`config.mk`:
```
export PLATFORM = sky130hd
export DESIGN_NAME = nco_serial_load_and_init
export DESIGN_NICKNAME = d
export VERILOG_FILES = /design/src/hw/nco_pkg.sv /design/src/hw/nco_serial_load_and_init.sv
export VERILOG_INCLUDE_DIRS = /design/src /design/src/hw
export SDC_FILE = /design/constraint.sdc
export NUM_CORES = 1
export LEC_CHECK = 0
export BUFFER_PORTS_ARGS = -buffer_cell sky130_fd_sc_hd__buf_2
export CAP_MARGIN = 20
export CELL_PAD_IN_SITES_DETAIL_PLACEMENT = 1
export CELL_PAD_IN_SITES_GLOBAL_PLACEMENT = 2
export CORE_MARGIN = 2
export CORE_UTILIZATION = 31
export CTS_BUF_LIST = sky130_fd_sc_hd__clkbuf_16
export DETAILED_ROUTE_END_ITERATION = 6
export PLACE_DENSITY = 0.66
export SLEW_MARGIN = 10
export SYNTH_ARGS = -nofsm -noshare
export SYNTH_HDL_FRONTEND = slang
export SYNTH_SLANG_ARGS = --single-unit
```
`constraint.sdc`:
```
create_clock -name sys_clk -period 6.9 [get_ports sys_clk]
set_input_delay 0.69 -clock sys_clk [delete_from_list [all_inputs] [get_ports sys_clk]]
set_output_delay 0.69 -clock sys_clk [all_outputs]
set_load 0.02 [all_outputs]
```
`src/hw/nco_cfg.svh`:
```
// constants of the numerically controlled oscillator and its serial word port
// How it works
// - reset control bit holds phase accumulator zero
// - clear bit zeroes resample enable and source
// - resample and bit selection need explicit write
// - reset bit leaves frequency and phase words
// - output starts six cycles after reset release
// - frequency is clock times word over 2^32
// - phase shift is offset word times 2pi/4096
// - selection source switchable at run time
// - shift clock may run or idle either level
// - data sampled on shift clock falling edges
// - MSB first; command, address, data fields
// - frequency pin keys between two frequency words
// - four selectable phase offset words
// - source bit 0 pins, 1 internal bits
// - word transfers only after sixteenth falling edge
// - resample adds two clock cycles of latency
// - D12 reset, D11 clear; clear self-returns
`ifndef NCO_CFG_SVH
`define NCO_CFG_SVH

// ****************************************
// widths and counts
// ****************************************
`define NCO_ACC_W 32
`define NCO_PH_W 12
`define NCO_WORD_W 16
`define NCO_WORD_BITS 5'h10
`define NCO_LAST_BIT 5'h0F
`define NCO_RUN_LAT 6
`define NCO_SYNC_LAT 2

// ****************************************
// command word layout
// ****************************************
`define NCO_CTRL_SYNCSEL 2'h2
`define NCO_CTRL_PWRCLR 2'h3
`define NCO_CMD_DEST 4'h3
`define NCO_CMD_SELBITS 4'h1
`define NCO_BIT_SYNC 13
`define NCO_BIT_SELECT_SOURCE_BIT 12
`define NCO_BIT_SLEEP 13
`define NCO_BIT_RESET 12
`define NCO_BIT_CLR 11
`define NCO_BIT_FSEL 11
`define NCO_BIT_PSEL_HI 10
`define NCO_BIT_PSEL_LO 9

// ****************************************
// register port map
// ****************************************
`define NCO_ADDR_W 8
`define NCO_REG_STATUS 8'h00
`define NCO_REG_PHASE 8'h04
`define NCO_REG_CMD 8'h08
`define NCO_ST_RESET 0
`define NCO_ST_SLEEP 1
`define NCO_ST_SYNC 2
`define NCO_ST_SELECT_SOURCE_BIT 3
`define NCO_ST_FSEL 4
`define NCO_ST_PSEL 5
`define NCO_ST_BITCNT 7

`endif

```
`src/hw/nco_pkg.sv`:
```
// types shared by the oscillator control logic
`include "nco_cfg.svh"

package nco_pkg;

  typedef struct packed
  {
    logic valid;
    logic [`NCO_WORD_W-1:0] word;
  } load_t;

  typedef struct packed
  {
    logic fsel;
    logic [1:0] psel;
  } sel_t;

  typedef struct packed
  {
    logic sclkPrev;
    logic [4:0] bitCnt;
    logic [`NCO_WORD_W-1:0] shiftReg;
    load_t ld0;
    load_t ld1;
    sel_t selPipe0;
    sel_t selPipe1;
    sel_t selBits;
    logic sync;
    logic select_source_bit;
    logic resetBit;
    logic sleep;
    logic clr;
    logic [1:0][`NCO_ACC_W-1:0] freq;
    logic [3:0][`NCO_PH_W-1:0] phase;
    logic [`NCO_ACC_W-1:0] acc;
    logic [`NCO_RUN_LAT-1:0] runPipe;
    logic [`NCO_RUN_LAT-1:0][`NCO_PH_W-1:0] addrPipe;
    logic [31:0] rdData;
  } nco_state_t;

endpackage

```
`src/hw/nco_serial_load_and_init.sv`:
```
// oscillator control: serial word port, select logic, phase accumulator
`timescale 1ns/10ps
`include "nco_cfg.svh"

module nco_serial_load_and_init
(
  input wire logic sys_clk,
  input wire logic reset,
  input wire logic [`NCO_ADDR_W-1:0] regAddr,
  input wire logic [31:0] regWrData,
  input wire logic regWr,
  input wire logic regRd,
  output logic [31:0] regRdData,
  input wire logic word_frame_n,
  input wire logic serialShiftClock,
  input wire logic serial_data_in,
  input wire logic frequency_register_select,
  input wire logic phase_register_select_lo,
  input wire logic phase_register_select_hi,
  output logic [`NCO_PH_W-1:0] waveAddr,
  output logic waveActive,
  output logic sleepMode
);

  nco_pkg::nco_state_t st_q;
  nco_pkg::nco_state_t st_d;

  logic sclkFall;
  logic serWordAvail;
  logic [`NCO_WORD_W-1:0] serWord;
  logic busWordAvail;
  logic newAvail;
  logic [`NCO_WORD_W-1:0] newWord;
  nco_pkg::load_t applyLd;
  nco_pkg::sel_t pinSel;
  nco_pkg::sel_t srcPins;
  nco_pkg::sel_t effSel;
  logic [`NCO_ACC_W-1:0] curFreq;
  logic [`NCO_PH_W-1:0] curPhase;
  logic [`NCO_ACC_W-1:0] accNext;
  logic [`NCO_PH_W-1:0] phaseSum;

  // ****************************************
  // serial word capture
  // ****************************************
  // the shift clock is only sampled, so idle level does not matter; a fall
  // is seen as high then low on two sys_clk samples
  assign sclkFall = st_q.sclkPrev && !serialShiftClock && !word_frame_n
    && (st_q.bitCnt < `NCO_WORD_BITS);
  assign serWord = {st_q.shiftReg[`NCO_WORD_W-2:0], serial_data_in};
  assign serWordAvail = sclkFall && (st_q.bitCnt == `NCO_LAST_BIT);

  // a bus write to the command offset is refused in the cycle a serial word lands
  assign busWordAvail = regWr && (regAddr == `NCO_REG_CMD) && !serWordAvail;
  assign newAvail = serWordAvail || busWordAvail;
  assign newWord = serWordAvail ? serWord : regWrData[`NCO_WORD_W-1:0];

  // ****************************************
  // load path and register selection
  // ****************************************
  // with resampling off a word applies at the edge that completes it; with it
  // on, both the word and the pin selection pass two more flops, trading
  // latency for a load that never sees a half-changed word
  // the select bits only take effect once the source bit points at them, so
  // software can prepare them while the pins still steer the output
  assign applyLd = st_q.sync ? st_q.ld1 : nco_pkg::load_t'({newAvail, newWord});
  assign pinSel = nco_pkg::sel_t'({frequency_register_select, phase_register_select_hi,
    phase_register_select_lo});
  assign srcPins = st_q.sync ? st_q.selPipe1 : pinSel;
  assign effSel = st_q.select_source_bit ? st_q.selBits : srcPins;
  assign curFreq = st_q.freq[effSel.fsel];
  assign curPhase = st_q.phase[effSel.psel];
  assign accNext = st_q.acc + curFreq;
  assign phaseSum = st_q.acc[`NCO_ACC_W-1:`NCO_ACC_W-`NCO_PH_W] + curPhase;

  always_comb
  begin
    st_d = st_q;
    st_d.sclkPrev = serialShiftClock;

    // frame high restarts the word; a byte pause with frame low just continues
    if (word_frame_n)
    begin
      st_d.bitCnt = 5'h00;
    end
    else if (sclkFall)
    begin
      st_d.bitCnt = st_q.bitCnt + 5'h01;
      st_d.shiftReg = serWord;
    end

    // the word resample pipe only fills while enabled, the pin pipe always; turning it off drops a pending word
    st_d.ld0 = nco_pkg::load_t'({newAvail && st_q.sync, newWord});
    st_d.ld1 = st_q.sync ? st_q.ld0 : nco_pkg::load_t'('0);
    st_d.selPipe0 = pinSel;
    st_d.selPipe1 = st_q.selPipe0;

    st_d.clr = 1'b0;
    if (st_q.clr)
    begin
      st_d.sync = 1'b0;
      st_d.select_source_bit = 1'b0;
    end

    if (applyLd.valid)
    begin
      case (applyLd.word[15:14])
        `NCO_CTRL_SYNCSEL:
        begin
          st_d.sync = applyLd.word[`NCO_BIT_SYNC];
          st_d.select_source_bit = applyLd.word[`NCO_BIT_SELECT_SOURCE_BIT];
        end
        `NCO_CTRL_PWRCLR:
        begin
          st_d.sleep = applyLd.word[`NCO_BIT_SLEEP];
          st_d.resetBit = applyLd.word[`NCO_BIT_RESET];
          st_d.clr = applyLd.word[`NCO_BIT_CLR];
        end
        default:
        begin
          case (applyLd.word[15:12])
            `NCO_CMD_DEST:
            begin
              // address nibble: 0-7 frequency bytes, 8-15 phase bytes
              if (!applyLd.word[11])
              begin
                st_d.freq[applyLd.word[10]][{applyLd.word[9:8], 3'h0} +: 8] =
                  applyLd.word[7:0];
              end
              else if (applyLd.word[8])
              begin
                st_d.phase[applyLd.word[10:9]][`NCO_PH_W-1:8] = applyLd.word[3:0];
              end
              else
              begin
                st_d.phase[applyLd.word[10:9]][7:0] = applyLd.word[7:0];
              end
            end
            `NCO_CMD_SELBITS:
            begin
              st_d.selBits = nco_pkg::sel_t'({applyLd.word[`NCO_BIT_FSEL],
                applyLd.word[`NCO_BIT_PSEL_HI], applyLd.word[`NCO_BIT_PSEL_LO]});
            end
            default:
            begin
              st_d.selBits = st_q.selBits;
            end
          endcase
        end
      endcase
    end

    // ****************************************
    // phase accumulator and output pipe
    // ****************************************
    // sleep freezes the accumulator instead of clearing it
    if (st_q.resetBit)
    begin
      st_d.acc = '0;
    end
    else if (!st_q.sleep)
    begin
      st_d.acc = accNext;
    end
    st_d.runPipe = {st_q.runPipe[`NCO_RUN_LAT-2:0], !st_q.resetBit};
    st_d.addrPipe = {st_q.addrPipe[`NCO_RUN_LAT-2:0], phaseSum};

    // ****************************************
    // register port read
    // ****************************************
    // read data stand for one cycle only and are zero otherwise, so a bus
    // that ors several slaves together needs no select of its own
    // the status word shows the effective selection, pins or bits, which is
    // what actually steers the accumulator and the phase offset at that moment
    st_d.rdData = 32'h0000_0000;
    if (regRd)
    begin
      case (regAddr)
        `NCO_REG_STATUS:
        begin
          st_d.rdData[`NCO_ST_RESET] = st_q.resetBit;
          st_d.rdData[`NCO_ST_SLEEP] = st_q.sleep;
          st_d.rdData[`NCO_ST_SYNC] = st_q.sync;
          st_d.rdData[`NCO_ST_SELECT_SOURCE_BIT] = st_q.select_source_bit;
          st_d.rdData[`NCO_ST_FSEL] = effSel.fsel;
          st_d.rdData[`NCO_ST_PSEL +: 2] = effSel.psel;
          st_d.rdData[`NCO_ST_BITCNT +: 5] = st_q.bitCnt;
        end
        `NCO_REG_PHASE:
        begin
          st_d.rdData = st_q.acc;
        end
        default:
        begin
          st_d.rdData = 32'h0000_0000;
        end
      endcase
    end
  end

  always_ff @(posedge sys_clk)
  begin
    if (reset)
    begin
      st_q <= '0;
      st_q.resetBit <= 1'b1;
    end
    else
    begin
      st_q <= st_d;
    end
  end

  assign regRdData = st_q.rdData;
  assign waveAddr = st_q.addrPipe[`NCO_RUN_LAT-1];
  assign waveActive = st_q.runPipe[`NCO_RUN_LAT-1];
  assign sleepMode = st_q.sleep;
endmodule

```
; Yosys cells after proc, flatten, opt, wreduce, memory -nomap -nowiden
; Index checks and enable logic that the tools add are counted.
[totals]
output_inout_bits = 46
reg_bits = 323
elab_cells = 116
input_bits = 50
[classes]
n_lt_le_gt_ge = 7
n_bitwise = 8
n_mux = 27
add_sub_neg = 4
shift = 2
reduce_logical = 27
n_eq_ne = 7
[ops]
columns = op, n
row1 = two-way mux 112 bit, 2
row2 = two-way mux 117 bit, 1
row3 = bitwise mux 48 bit, 2
row4 = two-way mux 32 bit, 3
row5 = two-way mux 48 bit, 2
row6 = bitwise mux 64 bit, 1
row7 = two-way mux 64 bit, 1
row8 = demux 12 bit (select 2 bit), 2
row9 = adder 32 bit, 1
row10 = demux 32 bit (select 1 bit), 1
row11 = variable shift 8 x 7 -> 32 bit (first input constant), 1
row12 = indexed part select 8 x 7 -> 32 bit, 1
row13 = binary-select mux 12 bit (select 2 bit), 1
row14 = two-way mux 12 bit, 2
row15 = case mux 12 bit (2 select lines), 1
row16 = two-way mux 17 bit, 1
row17 = two-way mux 16 bit, 1
row18 = adder 12 bit, 1
row19 = OR reduction 2 bit, 5
row20 = logical AND 1 bit, 9
row21 = two-way mux 3 bit, 3
row22 = == test 8 x 3 -> 1 bit (second input constant), 1
row23 = == test 8 x 4 -> 1 bit (second input constant), 1
row24 = zero test 8 bit, 1
row25 = other kinds (20), 37

; Longest topological paths before layout
[logic_depth]
word_depth = 19
depth_mapped = 18
mapped_depth_nobuf = 16

; Least setup slack after synthesis
; Ideal clock, no wire load.
[synth_timing]
path_type = input port to flip-flop
from = in frequency_register_select
to = reg st_q[138] (netlist bit)
n_path_buf = 2
stages = 16
setup_time_ns = 0.062
slack_ns = 2.663
t_arrival_ns = 4.174
t_required_ns = 6.838
cell_sequence = mux2i_1 nor2_1 a21oi_1 clkbuf_1 mux2_2 ha_1 clkbuf_1 nand4_1 nor3_1 o31ai_1 a21oi_1 a41oi_1 o32ai_1 o41ai_1 or4_1 nand3_1
[synth_between]
elab_chain_len = 5
[synth_rtl]
columns = item, line_no
row1 = "start, declared", nco_serial_load_and_init.sv:17  ; input wire logic frequency_register_select,
row2 = two-way mux 3 bit, nco_serial_load_and_init.sv:69  ; assign srcPins = st_q.sync ? st_q.selPipe1 : pinSel;
row3 = two-way mux 3 bit, nco_serial_load_and_init.sv:70  ; assign effSel = st_q.select_source_bit ? st_q.selBits : srcPins;
row4 = two-way mux 32 bit (implied by the code) (2 in series), nco_serial_load_and_init.sv:71  ; assign curFreq = st_q.freq[effSel.fsel];
row5 = adder 32 bit, nco_serial_load_and_init.sv:73  ; assign accNext = st_q.acc + curFreq;
row6 = "end signal, assigned", nco_serial_load_and_init.sv:210  ; st_q <= st_d;
row7 = "end, declared", nco_serial_load_and_init.sv:25  ; nco_pkg::nco_state_t st_q;
; No other way between the ends. The select of a mux whose other input is x is not followed.
; A chain may end at the register's enable or synchronous reset.

; Final worst setup path
[layout_timing]
from = reg st_q[258] (netlist bit)
to = reg st_q[140] (netlist bit)
[layout_between]
elab_chain_len = 5
[layout_rtl]
columns = item, line_no
row1 = two-way mux 3 bit, nco_serial_load_and_init.sv:69
row2 = two-way mux 3 bit, nco_serial_load_and_init.sv:70
row3 = two-way mux 32 bit (implied by the code) (2 in series), nco_serial_load_and_init.sv:71
row4 = adder 32 bit, nco_serial_load_and_init.sv:73
; No other way between the ends. The select of a mux whose other input is x is not followed.

==> results.md <==
- Run status: complete, no violations
- Slew Viols, Final: 0
- Startpoint types: flip-flop
- CTS tree: yes
- Setup repair bufs after CTS: 0
- Die W: 216 um
- Vias in the first global route: 10.4k
- Max FO, Critical Path: 28
- Hold-fix buffers, CTS: 0
- GRT Resource Usage Total: 0.160
- Antenna Cells: 0
- Cell accounting for the most synthesized area: dfxtp_1
- Remaining antenna violation count after routing: 0
- Gr ovfl total: 0
- Clock tree sinks: 323
- Min cycle time layout: 4.88 ns
- RSZ-0062 raised after global routing: no
- TritonCTS buffer count: 38
- Crit Path Category: flip-flop to flip-flop
- Total number of vias: 10.0k
- Final worst-path cycle share: 0.707
- Critical path's slowest cell: dfxtp_1
- Die height: 216 um
- Reg2Reg Depth: 15
- Area grow syn2layout: 13.5%
- Die Area: 46600 um2
- Via/cell ratio: 4.75
- Max-slew headroom at the worst pin: 0.258
- Ports: 96
- Worst-path clk slew: 0.06 ns
- Crit path max-delay family: compound AO/OA/AOI/OAI gates
- Routed len/inst: 17.4 um
- Worst slew pin tran: 1.11 ns
- Initial Util: 0.314
- Initial DRT Pass Iterations: 4
- H-tree depth: 2
- Final hold slack: 0.374 ns
- Post-CTS Resized: 0
- First-pass GRT wire length: 58.7 mm
- Hpwl dp: 25.4 mm
- Hold path start: phase_register_select_hi
- CTS Root Cell: clkbuf_16
- Cell breakdown of the critical path: mux2i_1 > nor2_1 > a21oi_4 > buf_4 > mux2_2 > ha_1 > nand4_1 > o21bai_1 > nor4_1 > a21oi_1 > a41oi_1 > o21ai_0 > a311oi_1 > or4_1 > nand3_1
- Core Box Area: 44300 um2
- Max incr delay on CP: 0.55 ns
- Placer Congestion: 0.777
- Crit path DAT: 5.38 ns
- Hold EP: st_d[263]
- Worst IR Drop VDD: 0.135 mV
- Cell depth of the worst hold path: 2
- Clk_lat worst skew: 0.57 ns
- Reg2reg end: st_q[140]
- Share of cells above drive strength 1: 0.147
- Mapped Cells: 1470
- FFs w/ async S/R, synth: 0
- Worst setup EP type: flip-flop
- Synth Flop Type: dfxtp_1
- Syn_nets: 1574
- Layout Skew: 0.0204 ns
- Placement Setup Slack: 1.68 ns
- Critical R2R Launch: st_q[258]
- # Max-Cap Violations: 0
- Initial antenna violation count: 1
- Yosys cell types: 65
- Mapped Area: 13900 um2
- Largest net degree at the start of global routing: 100
- Yosys reg bits: 323
- Setup slack after layout: 2.02 ns
- Commonest non-fill, non-tap cells in the layout: dfxtp_1, nor2_1, nand2_1, o21ai_0, mux2i_1
- Drc violations: 0
- IO buf count: 79
- FP Rows: 77
- Pleak: 6.39 nW
- CP bufs+invs: 1
- Net count, final: 1591
- Fmax: 205 MHz
- EDFF count, synth: 0
- Top post-synthesis cells by area: dfxtp_1, mux2i_1, ha_1, nor2_1, nor2b_1
- Most common cell after layout, fill and taps aside: dfxtp_1
- Worst reg2reg setup slack: 2.02 ns
- Final Hold Fails: 0
- Top-area cell type share of the netlist area: 0.464
- Syn avg cell area: 9.48 um2
- Post-Route WL: 36.6 mm
- Longest Clk Path Bufs: 3
- Hold Path Class: input port to flip-flop
- DR iter-0 viols: 436
- Setup-failing EPs final: 0
- Synth warnings: 0
- Total power density per cell area: 249 nW/um2
- Post-route setup TNS: 0 ns
- CP required: 7.40 ns
- Sequential-to-total area share from yosys stat: 0.464
[report_power, final]
group,switching [W],total (W),internal [W]
combinational,0.0000779,0.000116,0.0000377
clock,0.000824,0.00195,0.00112
sequential,0.00000169,0.00187,0.00187
total,0.000903,0.00394,0.00303
[how the worst max path moves through the flow]
stage | end | from | cells past startpoint
after floorplan | st_q[138] | frequency_register_select | 16
after global placement | st_q[138] | frequency_register_select | 16
after detailed placement | st_q[138] | frequency_register_select | 16
after CTS | st_q[138] | st_q[258] | 15
after global routing | st_q[136] | st_q[258] | 15
final | st_q[140] | st_q[258] | 15
[per-stage QoR]
step / cells / total power [W] / cell area (um2) / util
after floorplan: 1470 / 0.00199 / 13900 / -
after global placement: 2038 / 0.00203 / 14600 / 0.330
after detailed placement: 2038 / 0.00203 / 14600 / 0.330
after CTS: 2106 / 0.00401 / 15800 / 0.357
after global routing: 2107 / 0.00409 / 15800 / 0.357
final: 2107 / 0.00394 / 15800 / 0.357
[layout make-up]
type | instances | area, um2
Inverter | 22 | 82.6
Sequential cell | 323 | 6470
Fill cell | 5054 | 28500
Clock buffer | 38 | 951
Timing Repair Buffer | 93 | 507
Tap cell | 592 | 741
Clock inverter | 30 | 245
Multi-Input combinational cell | 1009 | 6820
[logic make-up (layout without fill, tap and decap cells)]
group,Yosys count,after routing,synth area share
adders and majority gates,54,54,0.0496
AOI/OAI and AO/OA,244,244,0.101
DFF,323,323,0.464
xor gates and xnor gates,32,32,0.0201
muxes,128,128,0.105
and+or+nand+nor,551,551,0.210
buffers and inverters,138,183,0.0505
[Yosys cell counts, types with 3 or more instances]
master / n
a211oi_1: 6
a21o_1: 18
a21oi_1: 86
a311oi_1: 3
a31oi_1: 8
and2_1: 36
and3_1: 4
buf_1: 4
buf_2: 13
buf_4: 45
clkbuf_1: 54
dfxtp_1: 323
ha_1: 52
inv_1: 21
mux2_2: 32
mux2i_1: 85
mux4_2: 11
nand2_1: 100
nand2b_1: 6
nand3_1: 15
nand3b_1: 66
nand4_1: 10
nor2_1: 173
nor2_2: 3
nor2_4: 3
nor2b_1: 84
nor3_1: 21
nor4_1: 3
nor4b_2: 3
o211ai_1: 3
o21a_1: 5
o21ai_0: 95
or3_1: 3
or4_1: 3
xnor2_1: 19
xor2_1: 13
[layer usage]
layer	GRT usage	wire, um	vias up
li1	-	-	5024
met1	0.210	17600	4827
met2	0.265	17000	114
met3	0.0300	1160	43
met4	0.0486	823	0
met5	0	0	-
Power figures use the tool's default switching activity.
